$ cat src/hbi_pkg.sv
package hbi_pkg;

   // Power-up configuration word layout
   localparam int          CFG_W          = 8;
   localparam int          CFG_BUS_BIT    = 2;       // Bus type select bit
   localparam int          CFG_PATH16_BIT = 3;       // 16-bit host data path bit
   localparam logic        ISA_MODE_LEVEL = 1'b0;    // Bus bit level meaning ISA-style
   localparam logic [7:0]  CFG_RST        = 8'h00;

   // Internally decoded I/O ports, the setup port on the ISA-style bus only
   localparam logic [15:0] SETUP_PORT_ADDR  = 16'h46E8;
   localparam logic [15:0] ENABLE_PORT_ADDR = 16'h0102;
   localparam int          ENABLE_BIT       = 0;
   localparam logic [7:0]  SETUP_RST        = 8'h00;
   localparam logic [7:0]  ENABLE_RST       = 8'h01;

   // Cycles from reset release until the synchronised lines are valid
   localparam logic [1:0]  CAPTURE_DELAY = 2'h3;

   // Sequencer slot period in clk_sys cycles
   localparam int          SLOT_CYCLES = 4;

   // Host pin bundle, sampled through the synchroniser
   typedef struct packed {
      logic [15:0] addr;
      logic [15:0] wdata;
      logic [7:0]  straps;
      logic        io_rd_n;
      logic        io_wr_n;
      logic        mem_rd_n;
      logic        mem_wr_n;
      logic        rom_n;
      logic        bhe_n;
   } pins_s;

   localparam pins_s PINS_RST = '{addr: 16'h0000, wdata: 16'h0000, straps: 8'h00,
                                 io_rd_n: 1'b1, io_wr_n: 1'b1, mem_rd_n: 1'b1,
                                 mem_wr_n: 1'b1, rom_n: 1'b1, bhe_n: 1'b1};

   // Host cycle states
   typedef enum logic [2:0] {
      ST_IDLE  = 3'b000,
      ST_IO    = 3'b001,
      ST_MREQ  = 3'b010,
      ST_MBUSY = 3'b011,
      ST_HOLD  = 3'b100
   } hst_e;

endpackage : hbi_pkg

$ cat src/hbi_arb_if.sv
`timescale 1ns/1ps
interface hbi_arb_if;
   logic host_req;     // Host access pending
   logic host_gnt;     // Host slot granted, one cycle
   logic fetch_req;    // Display fetch pending
   logic fetch_gnt;    // Fetch slot granted, one cycle
   logic refresh_req;  // Refresh pending
   logic refresh_gnt;  // Refresh slot granted, one cycle

   // Requesting side
   modport host (output host_req, fetch_req, refresh_req,
                 input  host_gnt, fetch_gnt, refresh_gnt);
   // Arbiter side
   modport arb  (input  host_req, fetch_req, refresh_req,
                 output host_gnt, fetch_gnt, refresh_gnt);
endinterface : hbi_arb_if

$ cat src/slot_arbiter.sv
`timescale 1ns/1ps
module slot_arbiter
   import hbi_pkg::*;
#(
   parameter int SLOTS = SLOT_CYCLES
) (
   // Clock and reset
   input wire logic clk_sys,
   input wire logic nrst,
   // Requests and grants
   hbi_arb_if.arb   arb
);

   localparam int CW = $clog2(SLOTS) + 1;
   localparam logic [CW-1:0] LAST = CW'(SLOTS - 1);

   // Whole arbiter state
   typedef struct packed {
      logic [CW-1:0] div;
      logic          host_gnt;
      logic          fetch_gnt;
      logic          refresh_gnt;
   } arb_s;

   arb_s q;  // Registered state
   arb_s d;  // Next state

   // Slot divider and fixed priority: refresh, fetch, then host
   always_comb begin
      d             = q;
      d.host_gnt    = 1'b0;
      d.fetch_gnt   = 1'b0;
      d.refresh_gnt = 1'b0;
      if (q.div == LAST) begin
         d.div = '0;
         if (arb.refresh_req) begin  // Refresh against host
            d.refresh_gnt = 1'b1;
         end else if (arb.fetch_req) begin  // Fetch against host
            d.fetch_gnt = 1'b1;
         end else if (arb.host_req) begin
            d.host_gnt = 1'b1;
         end
      end else begin
         d.div = q.div + 1'b1;
      end
   end

   // State register
   always_ff @(posedge clk_sys) begin
      if (!nrst) begin
         q <= '0;
      end else begin
         q <= d;
      end
   end

   assign arb.host_gnt    = q.host_gnt;
   assign arb.fetch_gnt   = q.fetch_gnt;
   assign arb.refresh_gnt = q.refresh_gnt;

endmodule : slot_arbiter

$ cat src/vga_host_bus_interface.sv
`timescale 1ns/1ps
module vga_host_bus_interface
   import hbi_pkg::*;
(
   // Clock and reset
   input  wire logic        clk_sys,
   input  wire logic        nrst,
   // Host bus pins
   input  wire logic [15:0] hb_addr,
   input  wire logic [15:0] hb_wdata,
   input  wire logic        hb_io_rd_n,
   input  wire logic        hb_io_wr_n,
   input  wire logic        hb_mem_rd_n,
   input  wire logic        hb_mem_wr_n,
   input  wire logic        hb_rom_sel_n,
   input  wire logic        hb_bhe_n,
   output logic      [15:0] hb_rdata,
   output logic             hb_data_oe,
   output logic             hb_ready,
   output logic             hb_mem16,
   // Strap pins
   input  wire logic [7:0]  memory_data_lines,
   // Video mode from the register file
   input  wire logic        mode_planar,
   input  wire logic        mode_text,
   input  wire logic        mode_ext256,
   // Internal register access
   output logic             io_req,
   output logic             io_we,
   output logic      [15:0] io_addr,
   output logic      [7:0]  io_wdata,
   input  wire logic [7:0]  io_rdata,
   // Display memory access
   output logic             mem_go,
   output logic             mem_we,
   output logic             mem_wide,
   output logic      [15:0] mem_addr,
   output logic      [15:0] mem_wdata,
   input  wire logic        mem_done,
   input  wire logic [15:0] mem_rdata,
   // Sequencer requests
   input  wire logic        fetch_req,
   input  wire logic        refresh_req,
   output logic             fetch_gnt,
   output logic             refresh_gnt,
   // Configuration and port state
   output logic      [7:0]  powerup_config_word,
   output logic             bus_isa,
   output logic      [7:0]  setup_reg,
   output logic             video_enable
);

   // Whole block state
   typedef struct packed {
      pins_s       s1;        // First synchroniser stage
      pins_s       s2;        // Second stage
      pins_s       s3;        // Third stage
      pins_s       stb;       // Debounced pin view
      logic [1:0]  cap_cnt;   // Cycles since reset release
      logic        cap_done;  // Config word valid
      logic [7:0]  cfg;       // Power-up configuration word
      logic        bus_isa;   // Registered bus type
      hst_e        st;        // Host cycle state
      logic        host_req;  // Slot request to sequencer
      logic        wr;        // Current cycle is a write
      logic        wide;      // Current memory cycle is a word
      logic        odd;       // Byte sits on the high lane
      logic [15:0] rdata;
      logic        oe;
      logic        ready;
      logic        mem16;
      logic        io_req;
      logic        io_we;
      logic [15:0] io_addr;
      logic [7:0]  io_wdata;
      logic        mem_go;
      logic [15:0] mem_addr;
      logic [15:0] mem_wdata;
      logic [7:0]  setup;     // Setup port contents
      logic [7:0]  enable;    // Enable port contents
   } hbi_s;

   hbi_s q;  // Registered state
   hbi_s d;  // Next state

   pins_s pin_now;  // Raw pin bundle
   pins_s flip;     // Bits where stages two and three differ
   logic  isa;      // ISA-style bus selected
   logic  path16;   // 16-bit host data path
   logic  io_act;   // Stable I/O strobe
   logic  mem_act;  // Stable memory strobe
   logic  any_act;  // Any strobe still active
   logic  io_rd;    // Stable I/O read
   logic  mem_rd;   // Stable memory read
   logic  is_setup; // Setup port hit
   logic  is_enab;  // Enable port hit
   logic  word_ok;  // Mode and path allow word transfers
   logic  hi_lane;  // Odd byte on 16-bit path
   logic  [7:0] wbyte; // Write byte from the correct lane

   // Sequencer handshake
   hbi_arb_if arb_if ();

   slot_arbiter #(
      .SLOTS (SLOT_CYCLES)
   ) slot_arbiter_inst (
      .clk_sys (clk_sys),
      .nrst    (nrst),
      .arb     (arb_if.arb)
   );

   assign arb_if.host_req    = q.host_req;
   assign arb_if.fetch_req   = fetch_req;
   assign arb_if.refresh_req = refresh_req;

   // Pin bundle and decodes from the debounced view
   always_comb begin
      pin_now  = '{addr: hb_addr, wdata: hb_wdata, straps: memory_data_lines,
                   io_rd_n: hb_io_rd_n, io_wr_n: hb_io_wr_n,
                   mem_rd_n: hb_mem_rd_n, mem_wr_n: hb_mem_wr_n,
                   rom_n: hb_rom_sel_n, bhe_n: hb_bhe_n};
      flip     = q.s2 ^ q.s3;
      isa      = (q.cfg[CFG_BUS_BIT] == ISA_MODE_LEVEL);
      path16   = q.cfg[CFG_PATH16_BIT];
      io_rd    = !q.stb.io_rd_n;
      mem_rd   = !q.stb.mem_rd_n;
      io_act   = io_rd || !q.stb.io_wr_n;
      mem_act  = mem_rd || !q.stb.mem_wr_n;
      any_act  = io_act || mem_act;
      is_setup = isa && (q.stb.addr == SETUP_PORT_ADDR);
      is_enab  = (q.stb.addr == ENABLE_PORT_ADDR);
      // Word transfers only in text or 256-colour modes on a wide path
      word_ok  = path16 && !mode_planar && (mode_text || mode_ext256);
      hi_lane  = path16 && q.stb.addr[0];
      wbyte    = hi_lane ? q.stb.wdata[15:8] : q.stb.wdata[7:0];
   end

   // Next-state logic
   always_comb begin
      d        = q;
      d.s1     = pin_now;
      d.s2     = q.s1;
      d.s3     = q.s2;
      // A bit changes once stages two and three agree
      d.stb    = (q.s3 & ~flip) | (q.stb & flip);
      d.io_req = 1'b0;
      d.mem_go = 1'b0;
      d.mem16  = word_ok;

      // Config word caught once the synchroniser has refilled
      if (!q.cap_done) begin
         if (q.cap_cnt == CAPTURE_DELAY) begin
            d.cfg      = ~q.s3.straps;
            d.cap_done = 1'b1;
         end else begin
            d.cap_cnt = q.cap_cnt + 1'b1;
         end
      end
      // Bus type kept in its own flop so the pin comes from a register
      d.bus_isa = (d.cfg[CFG_BUS_BIT] == ISA_MODE_LEVEL);

      case (q.st)
         // Wait for a new strobe
         ST_IDLE: begin
            d.ready = 1'b1;
            d.oe    = 1'b0;
            if (!q.cap_done) begin
               d.st = ST_IDLE;
            end else if (io_act) begin
               // One byte per I/O cycle, no wait states
               d.wr      = !io_rd;
               d.odd     = hi_lane;
               d.io_addr = q.stb.addr;
               d.io_wdata = wbyte;
               d.io_we   = !io_rd;
               d.io_req  = !(is_setup || is_enab);
               d.st      = ST_IO;
            end else if (mem_act && !q.stb.rom_n) begin
               // ROM cycle completes with ready untouched
               d.st = ST_HOLD;
            end else if (mem_act) begin
               d.wr       = !mem_rd;
               d.wide     = word_ok && !q.stb.bhe_n && !q.stb.addr[0];
               d.odd      = hi_lane;
               d.mem_addr = q.stb.addr;
               d.mem_wdata = (word_ok && !q.stb.bhe_n && !q.stb.addr[0]) ?
                             q.stb.wdata : {8'h00, wbyte};
               d.ready    = 1'b0;
               d.host_req = 1'b1;
               d.st       = ST_MREQ;
            end
         end
         // Finish an I/O cycle
         ST_IO: begin
            if (q.wr) begin
               if (is_setup) begin
                  d.setup = q.io_wdata;
               end
               if (is_enab) begin
                  d.enable = q.io_wdata;
               end
            end else begin
               // Read byte placed on both lanes
               if (is_setup) begin
                  d.rdata = {q.setup, q.setup};
               end else if (is_enab) begin
                  d.rdata = {q.enable, q.enable};
               end else begin
                  d.rdata = {io_rdata, io_rdata};
               end
               d.oe = 1'b1;
            end
            d.st = ST_HOLD;
         end
         // Waiting for a sequencer slot
         ST_MREQ: begin
            d.ready = 1'b0;
            if (arb_if.host_gnt) begin
               d.host_req = 1'b0;
               d.mem_go   = 1'b1;
               d.st       = ST_MBUSY;
            end
         end
         // Memory access in flight
         ST_MBUSY: begin
            d.ready = 1'b0;
            if (mem_done) begin
               if (!q.wr) begin
                  if (q.wide) begin
                     d.rdata = mem_rdata;
                  end else begin
                     d.rdata = {mem_rdata[7:0], mem_rdata[7:0]};
                  end
                  d.oe = 1'b1;
               end
               d.ready = 1'b1;
               d.st    = ST_HOLD;
            end
         end
         // Host ends the cycle by releasing its strobe
         ST_HOLD: begin
            d.ready = 1'b1;
            if (!any_act) begin
               d.oe = 1'b0;
               d.st = ST_IDLE;
            end
         end
         default: begin
            d.st = ST_IDLE;
         end
      endcase
   end

   // State register
   always_ff @(posedge clk_sys) begin
      if (!nrst) begin
         q          <= '0;
         q.s1       <= PINS_RST;
         q.s2       <= PINS_RST;
         q.s3       <= PINS_RST;
         q.stb      <= PINS_RST;
         q.cfg      <= CFG_RST;
         q.bus_isa  <= (CFG_RST[CFG_BUS_BIT] == ISA_MODE_LEVEL);
         q.st       <= ST_IDLE;
         q.ready    <= 1'b1;
         q.setup    <= SETUP_RST;
         q.enable   <= ENABLE_RST;
      end else begin
         q <= d;
      end
   end

   // Outputs straight from flip-flops
   assign hb_rdata            = q.rdata;
   assign hb_data_oe          = q.oe;
   assign hb_ready            = q.ready;
   assign hb_mem16            = q.mem16;
   assign io_req              = q.io_req;
   assign io_we               = q.io_we;
   assign io_addr             = q.io_addr;
   assign io_wdata            = q.io_wdata;
   assign mem_go              = q.mem_go;
   assign mem_we              = q.wr;
   assign mem_wide            = q.wide;
   assign mem_addr            = q.mem_addr;
   assign mem_wdata           = q.mem_wdata;
   assign fetch_gnt           = arb_if.fetch_gnt;
   assign refresh_gnt         = arb_if.refresh_gnt;
   assign powerup_config_word = q.cfg;
   assign bus_isa             = q.bus_isa;
   assign setup_reg           = q.setup;
   assign video_enable        = q.enable[ENABLE_BIT];

endmodule : vga_host_bus_interface

$ cat config.mk
export PLATFORM = sky130hd
export DESIGN_NAME = vga_host_bus_interface
export DESIGN_NICKNAME = d
export VERILOG_FILES = /design/src/hbi_pkg.sv /design/src/hbi_arb_if.sv /design/src/slot_arbiter.sv /design/src/vga_host_bus_interface.sv
export SDC_FILE = /design/constraint.sdc
export NUM_CORES = 1
export LEC_CHECK = 0
export BUFFER_PORTS_ARGS = -buffer_cell sky130_fd_sc_hd__buf_2
export CAP_MARGIN = 40
export CORE_ASPECT_RATIO = 0.5
export CORE_MARGIN = 2
export CORE_UTILIZATION = 53
export DETAILED_ROUTE_END_ITERATION = 6
export PLACE_DENSITY = 0.76
export SLEW_MARGIN = 25
export SYNTH_ARGS = -nofsm -noshare
export SYNTH_HDL_FRONTEND = slang
export SYNTH_SLANG_ARGS = --single-unit
$ cat constraint.sdc
create_clock -name clk_sys -period 2.3 [get_ports clk_sys]
set_clock_uncertainty 0.1 [all_clocks]
set_input_delay 0 -clock clk_sys [delete_from_list [all_inputs] [get_ports clk_sys]]
set_output_delay 0 -clock clk_sys [all_outputs]
set_load 0.05 [all_outputs]
==> metrics.csv, run 1 <==
stage;metric;value;unit
synth;ys_types;48;
synth;async_reset_ff_share;0;%
cells_and_area;final_common_cell;dfxtp_1;
critical_path;r2r_end;hb_rdata[2];
critical_path;reg2reg_slack;0.15;ns
sta;timing.setup.tns;0;ns
critical_path;startpoint;q[100];
run;max_cap_viol_count;0;
route;drt-initial-drc-count;511;
cells_and_area;seqCellArea;0.00589;mm2
sta;min_period_over_period;93.4;%
route;route.antenna.remaining_nets;0;
power_and_ir_drop;irDropWorstVdd;592;uV
die;io_pins;178;
cells_and_area;final_cell_mix;dfxtp_1, buf_2, nand2_1;
synth;synth_top_flop_cell;dfxtp_1;
global_route;antenna_found_initial;0;
global_route;gr-usage-met3;5.03;%
critical_path;r2r-start;q[100];
outcome;outcome;finished clean;
clocking;clock_path_buffers;3;
sta;layout_min_cycle_time;2.15;ns
placed_design;routabilityCongestion;0.893;
critical_path;start_kind;flip-flop;
clocking;cts_setup_buffers;0;
route;drt_first_pass_iters;6;
placed_design;dp_hpwl;15.9;mm
critical_path;worstPathRequired;2.66;ns
die;start_util;54.1;%
placed_design;dpl_cell_area;0.0111;mm2
cells_and_area;final_util;65.1;%
synth;synth-seq-cells;294;
synth;synth_area_leader_cell;dfxtp_1;
global_route;grt_util_all_layers;22.4;%
critical_path;end_kind;flip-flop;
cells_and_area;nets;1334;
die;dieArea;0.0211;mm2
synth;synth_area;0.0105;mm2
synth;yosysSeqAreaShare;55.9;%
sta;setup_viol;0;
route;totalWireLength;24.0;mm
cells_and_area;flow.area_growth_from_synthesis;20.3;%
cells_and_area;fin_area;0.0127;mm2
global_route;grt_overflow_total;0;
critical_path;r2r_cells;7;
critical_path;critical_path.max_stage_delay;0.56;ns
die;core_area;0.0195;mm2
clocking;root_buffer;clkbuf_16;
sta;hold_viol;0;
clocking;cts_buffers;25;
critical_path;cp_cell_sequence;and2b_2 -> nand2_2 -> nor2_1 -> buf_4 -> nand2_1 -> dlygate4sd3_1 -> a31oi_1;
global_route;use_met2;35.1;%
sta;tightest_slew;0.624;ns
synth;synth_area_leaders;dfxtp_1, and2_1, buf_4;
sta;finalMaxSlewViolations;0;
clocking;htree_levels;1;
clocking;clkTransAtPathRegs;0.07;ns
clocking;tritoncts;done;
cells_and_area;drive_above_1_share;20.3;%
synth;synth_top_cell_area_share;55.9;%
power_and_ir_drop;pwr_density_cell;794;mW/mm2
synth;synthCells;1092;
route;wire_per_inst;15.7;um
placed_design;port_buffers;177;
global_route;grt_max_degree;107;
route;routed_via_density;5.09;
critical_path;slowest_stage;dlygate4sd3_1;
cells_and_area;filler_cell_count;1598;
synth;avgSynthCellArea;9.64;um2
die;rows;36;
sta;relSlewSlack;58.3;%
power_and_ir_drop;leakage;0.00516;uW
global_route;grt_use_met1;31.6;%
clocking;clkSinkCount;294;
global_route;grt_pass1_vias;7336;
synth;synth-edff-count;0;
critical_path;crit_path_end;hb_rdata[2];
die;die_height;104;um
worst_hold_path;hp-class;input port to flip-flop;
sta;fmax;0.466;GHz
power_and_ir_drop;power;10100;uW
synth;yosysWarnings;0;
global_route;busiest_layer;met2;
sta;rsz0062_at_grt;no;
cells_and_area;antenna_cells;0;
critical_path;path_max_fanout;16;
route;num_vias;7808;
route;route.detailed.drc;0;
placed_design;post-place-ws;0.263;ns
global_route;grt_pass1_wl;38.0;mm
critical_path;path_class;flip-flop to flip-flop;
synth;synth_nets;1173;
cells_and_area;multi_input_area;0.00374;mm2
clocking;clk_latency;0.53;ns
die;die_w;203;um
critical_path;critPathArrivalTime;2.51;ns
sta;setup_ws;0.153;ns
## Yosys cell counts (2+ instances only)
cell type and n:
a211oi_1 23, a21boi_0 10, a21oi_1 77, a22oi_1 8, a31oi_1 18, and2_1 122, and3_1 2, buf_2 6
buf_4 89, clkbuf_1 49, dfxtp_1 294, ha_1 3, inv_1 7, mux2_2 8, mux2i_1 25, nand2_1 126
nand2b_1 20, nand3b_1 10, nand4_1 2, nor2_1 72, nor2b_1 4, nor3_1 4, nor3b_1 3, nor4_4 3
nor4b_1 2, o21a_1 2, o21ai_0 68, o22ai_1 8, o31a_1 8
## per-layer routing
metal  share of wire, %  vias up  wire length [um]
met5                  0        -                 0
met4                1.8        0               444
met3                6.2       33              1490
met2                 44      249             10500
met1                 48     3630             11600
li1                   -     3896                 -
## kinds of logic (layout without fill, tap and decap cells)
kind of cell / after synthesis / after routing / share of synthesized area [%]
AOI/OAI and AO/OA: 226 / 226 / 12.5
xor gates and xnor gates: 1 / 1 / 0.0832
adders and majority gates: 3 / 3 / 0.357
buffers and inverters: 152 / 329 / 8.66
DFF: 294 / 294 / 55.9
muxes: 33 / 33 / 3.23
and+or+nand+nor: 383 / 383 / 19.2
## how the worst min path moves through the flow
stage / cells after the start / end / start / slack [ns]
6_report: 4 / hb_rdata[6] / io_rdata[6] / 0.01
5_1_grt: 4 / hb_rdata[14] / io_rdata[6] / 0.03
4_1_cts: 4 / hb_rdata[6] / io_rdata[6] / 0.001
3_5_place_dp: 2 / d[206] / hb_rom_sel_n / 0.09
3_3_place_gp: 2 / d[207] / hb_mem_wr_n / 0.09
2_1_floorplan: 1 / slot_arbiter_inst.arb.fetch_gnt / refresh_req / -0.02
## layout make-up
class | count | area share (%)
Inverter | 7 | 0.227
Clock inverter | 9 | 0.692
Tap cell | 266 | 2.63
Sequential cell | 294 | 46.5
Timing Repair Buffer | 279 | 15.0
Multi-Input combinational cell | 646 | 29.5
Clock buffer | 34 | 5.44
## worst max-delay path: cells and delay by family (launching register included)
kind | cells | cell delay (ns)
flip-flops | 1 | 0.38
AND/OR/NAND/NOR | 4 | 0.66
AO/OA/AOI/OAI | 1 | 0.16
buffers and inverters | 2 | 0.78
## power breakdown
| group | internal, uW | switching, uW |
|---|---|---|
| sequential | 5250 | 87.1 |
| combinational | 302 | 376 |
| clock | 2220 | 1820 |
## per-stage QoR
stage / hold slack [ns] / instances
2_1_floorplan: -0.0242 / 1092
3_3_place_gp: 0.0863 / 1409
3_5_place_dp: 0.0851 / 1409
4_1_cts: 0.00137 / 1535
5_1_grt: 0.0286 / 1535
6_report: 0.0121 / 1535
## timing repair
item                                   in CTS  in global routing
endpoints found under the hold margin     123                  0
gates resized for setup                     0                  3
hold buffers                               83                  0
setup endpoints to repair                   0                  1
Power figures use the tool's default switching activity.
==> run 2: changes to the inputs <==
Settings changed: GPL_ROUTABILITY_DRIVEN set to 0, SETUP_SLACK_MARGIN set to 0.2.
==> metrics.csv, run 2 (synthesis gave the netlist of run 1 again) <==
stage;metric;value;unit
critical_path;slowest_stage;dfxtp_1;
clocking;tritoncts;done;
sta;tightest_slew;0.602;ns
critical_path;critPathArrivalTime;2.28;ns
critical_path;critical_path.max_stage_delay;0.38;ns
cells_and_area;flow.area_growth_from_synthesis;20.7;%
critical_path;path_class;flip-flop to flip-flop;
critical_path;crit_family;simple AND/OR/NAND/NOR gates;
sta;timing.setup.tns;0;ns
die;die_height;104;um
cells_and_area;drive_above_1_share;20.4;%
power_and_ir_drop;pwr_density_cell;792;mW/mm2
route;route.detailed.drc;0;
outcome;outcome;finished clean;
critical_path;worstPathRequired;2.61;ns
route;wire_per_inst;15.6;um
cells_and_area;final_common_cell;dfxtp_1;
sta;layout_min_cycle_time;1.97;ns
critical_path;worst-path-buf-inv;2;
sta;relSlewSlack;59.8;%
route;route.antenna.remaining_nets;0;
die;dieArea;0.0211;mm2
cells_and_area;multi_input_area;0.00374;mm2
power_and_ir_drop;irDropWorstVdd;592;uV
route;drt_first_pass_iters;5;
worst_hold_path;hp-class;input port to flip-flop;
clocking;clock_path_buffers;3;
cells_and_area;final_cell_mix;dfxtp_1, buf_2, nand2_1;
run;max_cap_viol_count;0;
die;rows;36;
critical_path;r2r_end;video_enable;
die;start_util;54.1;%
sta;fmax;0.508;GHz
global_route;grt_pass1_wl;38.0;mm
placed_design;port_buffers;177;
critical_path;cp_cell_sequence;nor4_4 -> buf_4 -> nand4_2 -> nor3_4 -> buf_4 -> mux2i_1 -> nand2_1;
critical_path;reg2reg_slack;0.33;ns
cells_and_area;nets;1339;
global_route;grt_max_degree;107;
clocking;clk_latency;0.53;ns
cells_and_area;seqCellArea;0.00589;mm2
critical_path;crit_path_end;video_enable;
route;routed_via_density;5.06;
sta;min_period_over_period;85.5;%
global_route;grt_pass1_vias;7335;
power_and_ir_drop;combPwrFrac;6.8;%
cells_and_area;antenna_cells;0;
critical_path;path_max_fanout;5;
clocking;clkTransAtPathRegs;0.07;ns
power_and_ir_drop;clkPwrFrac;40.2;%
power_and_ir_drop;leakage;0.00519;uW
clocking;root_buffer;clkbuf_16;
power_and_ir_drop;power.internal;7780;uW
power_and_ir_drop;p_switching;2280;uW
power_and_ir_drop;seqPwrFrac;53.0;%
critical_path;cp_common_cell;buf_4;
global_route;antenna_found_initial;0;
clocking;htree_levels;1;
power_and_ir_drop;power;10100;uW
sta;hold_viol;0;
global_route;grt_util_all_layers;22.3;%
sta;finalMaxSlewViolations;0;
critical_path;end_kind;flip-flop;
route;drt-initial-drc-count;463;
placed_design;dp_hpwl;15.9;mm
global_route;grt_overflow_total;0;
die;io_pins;178;
clocking;cts_buffers;25;
route;totalWireLength;24.1;mm
cells_and_area;filler_cell_count;1592;
power_and_ir_drop;switching_share;22.7;%
die;core_area;0.0195;mm2
die;die_w;203;um
sta;setup_viol;0;
critical_path;cp_num_cells;7;
route;num_vias;7787;
critical_path;start_kind;flip-flop;
critical_path;r2r_cells;7;
cells_and_area;final_util;65.3;%
clocking;clkSinkCount;294;
sta;rsz0062_at_grt;no;
==> run 2: cell types whose count changed in the layout (fill, tap and decap cells not counted), sizes merged <==
cell | before | now
buf | 196 | 201
==> run 2: worst min-delay path by stage <==
stage	startpoint	end	slack (ns)	cells past startpoint
5_1_grt	memory_data_lines[7]	d[218]	0.09	3
3_3_place_gp	hb_mem_wr_n	d[207]	0.09	2
6_report	memory_data_lines[7]	d[218]	0.10	3
3_5_place_dp	hb_rom_sel_n	d[206]	0.09	2
4_1_cts	io_rdata[6]	hb_rdata[6]	0.001	4
2_1_floorplan	refresh_req	slot_arbiter_inst.arb.fetch_gnt	-0.02	1
==> run 2: area by class of cell <==
| cell class | instances | share of cell area (%) |
|---|---|---|
| clock inverters | 9 | 0.689 |
| inverters | 7 | 0.226 |
| well taps | 266 | 2.62 |
| flip-flops and latches | 294 | 46.3 |
| multi-input cells | 646 | 29.4 |
| clock buffers | 34 | 5.43 |
| repair buffers | 284 | 15.3 |
==> run 2: what timing repair did <==
action / in CTS / in global routing
hold buffers: 82 / 1
hold endpoints to repair: 123 / 2
resized for setup: 0 / 5
setup endpoints to repair: 0 / 35
buffers inserted: 0 / 5
==> run 2: through the flow <==
step / instance area, um2 / setup WS (ns) / instances / hold slack (ns)
after floorplan: 10500 / 0.367 / 1092 / -0.0242
after global placement: 11100 / 0.334 / 1409 / 0.0863
after detailed placement: 11100 / 0.263 / 1409 / 0.0851
after CTS: 12600 / 0.224 / 1534 / 0.00137
after global routing: 12700 / 0.191 / 1540 / 0.0883
final: 12700 / 0.332 / 1540 / 0.104
==> run 2: tightest hold or removal path: stages <==
cell and delay, ns:
dlygate4sd3_1 0.51, buf_2 0.09, and2_1 0.10
==> run 2: metal layers <==
layer | share of wire, % | global-route usage (%) | up-vias
li1 | - | - | 3902
met1 | 48 | 31.5 | 3608
met2 | 44 | 35.1 | 244
met3 | 6.2 | 5.03 | 33
met4 | 1.8 | 4.85 | 0
met5 | 0 | 0 | -
==> run 2: power groups by stage <==
| stage | logic (uW) | registers (uW) | clock network [uW] |
|---|---|---|---|
| floorplan | 422 | 5430 | 0 |
| global placement | 546 | 5440 | 0 |
| detailed placement | 568 | 5450 | 0 |
| CTS | 676 | 5330 | 4140 |
| global route | 744 | 5350 | 4360 |
| finish | 681 | 5340 | 4040 |
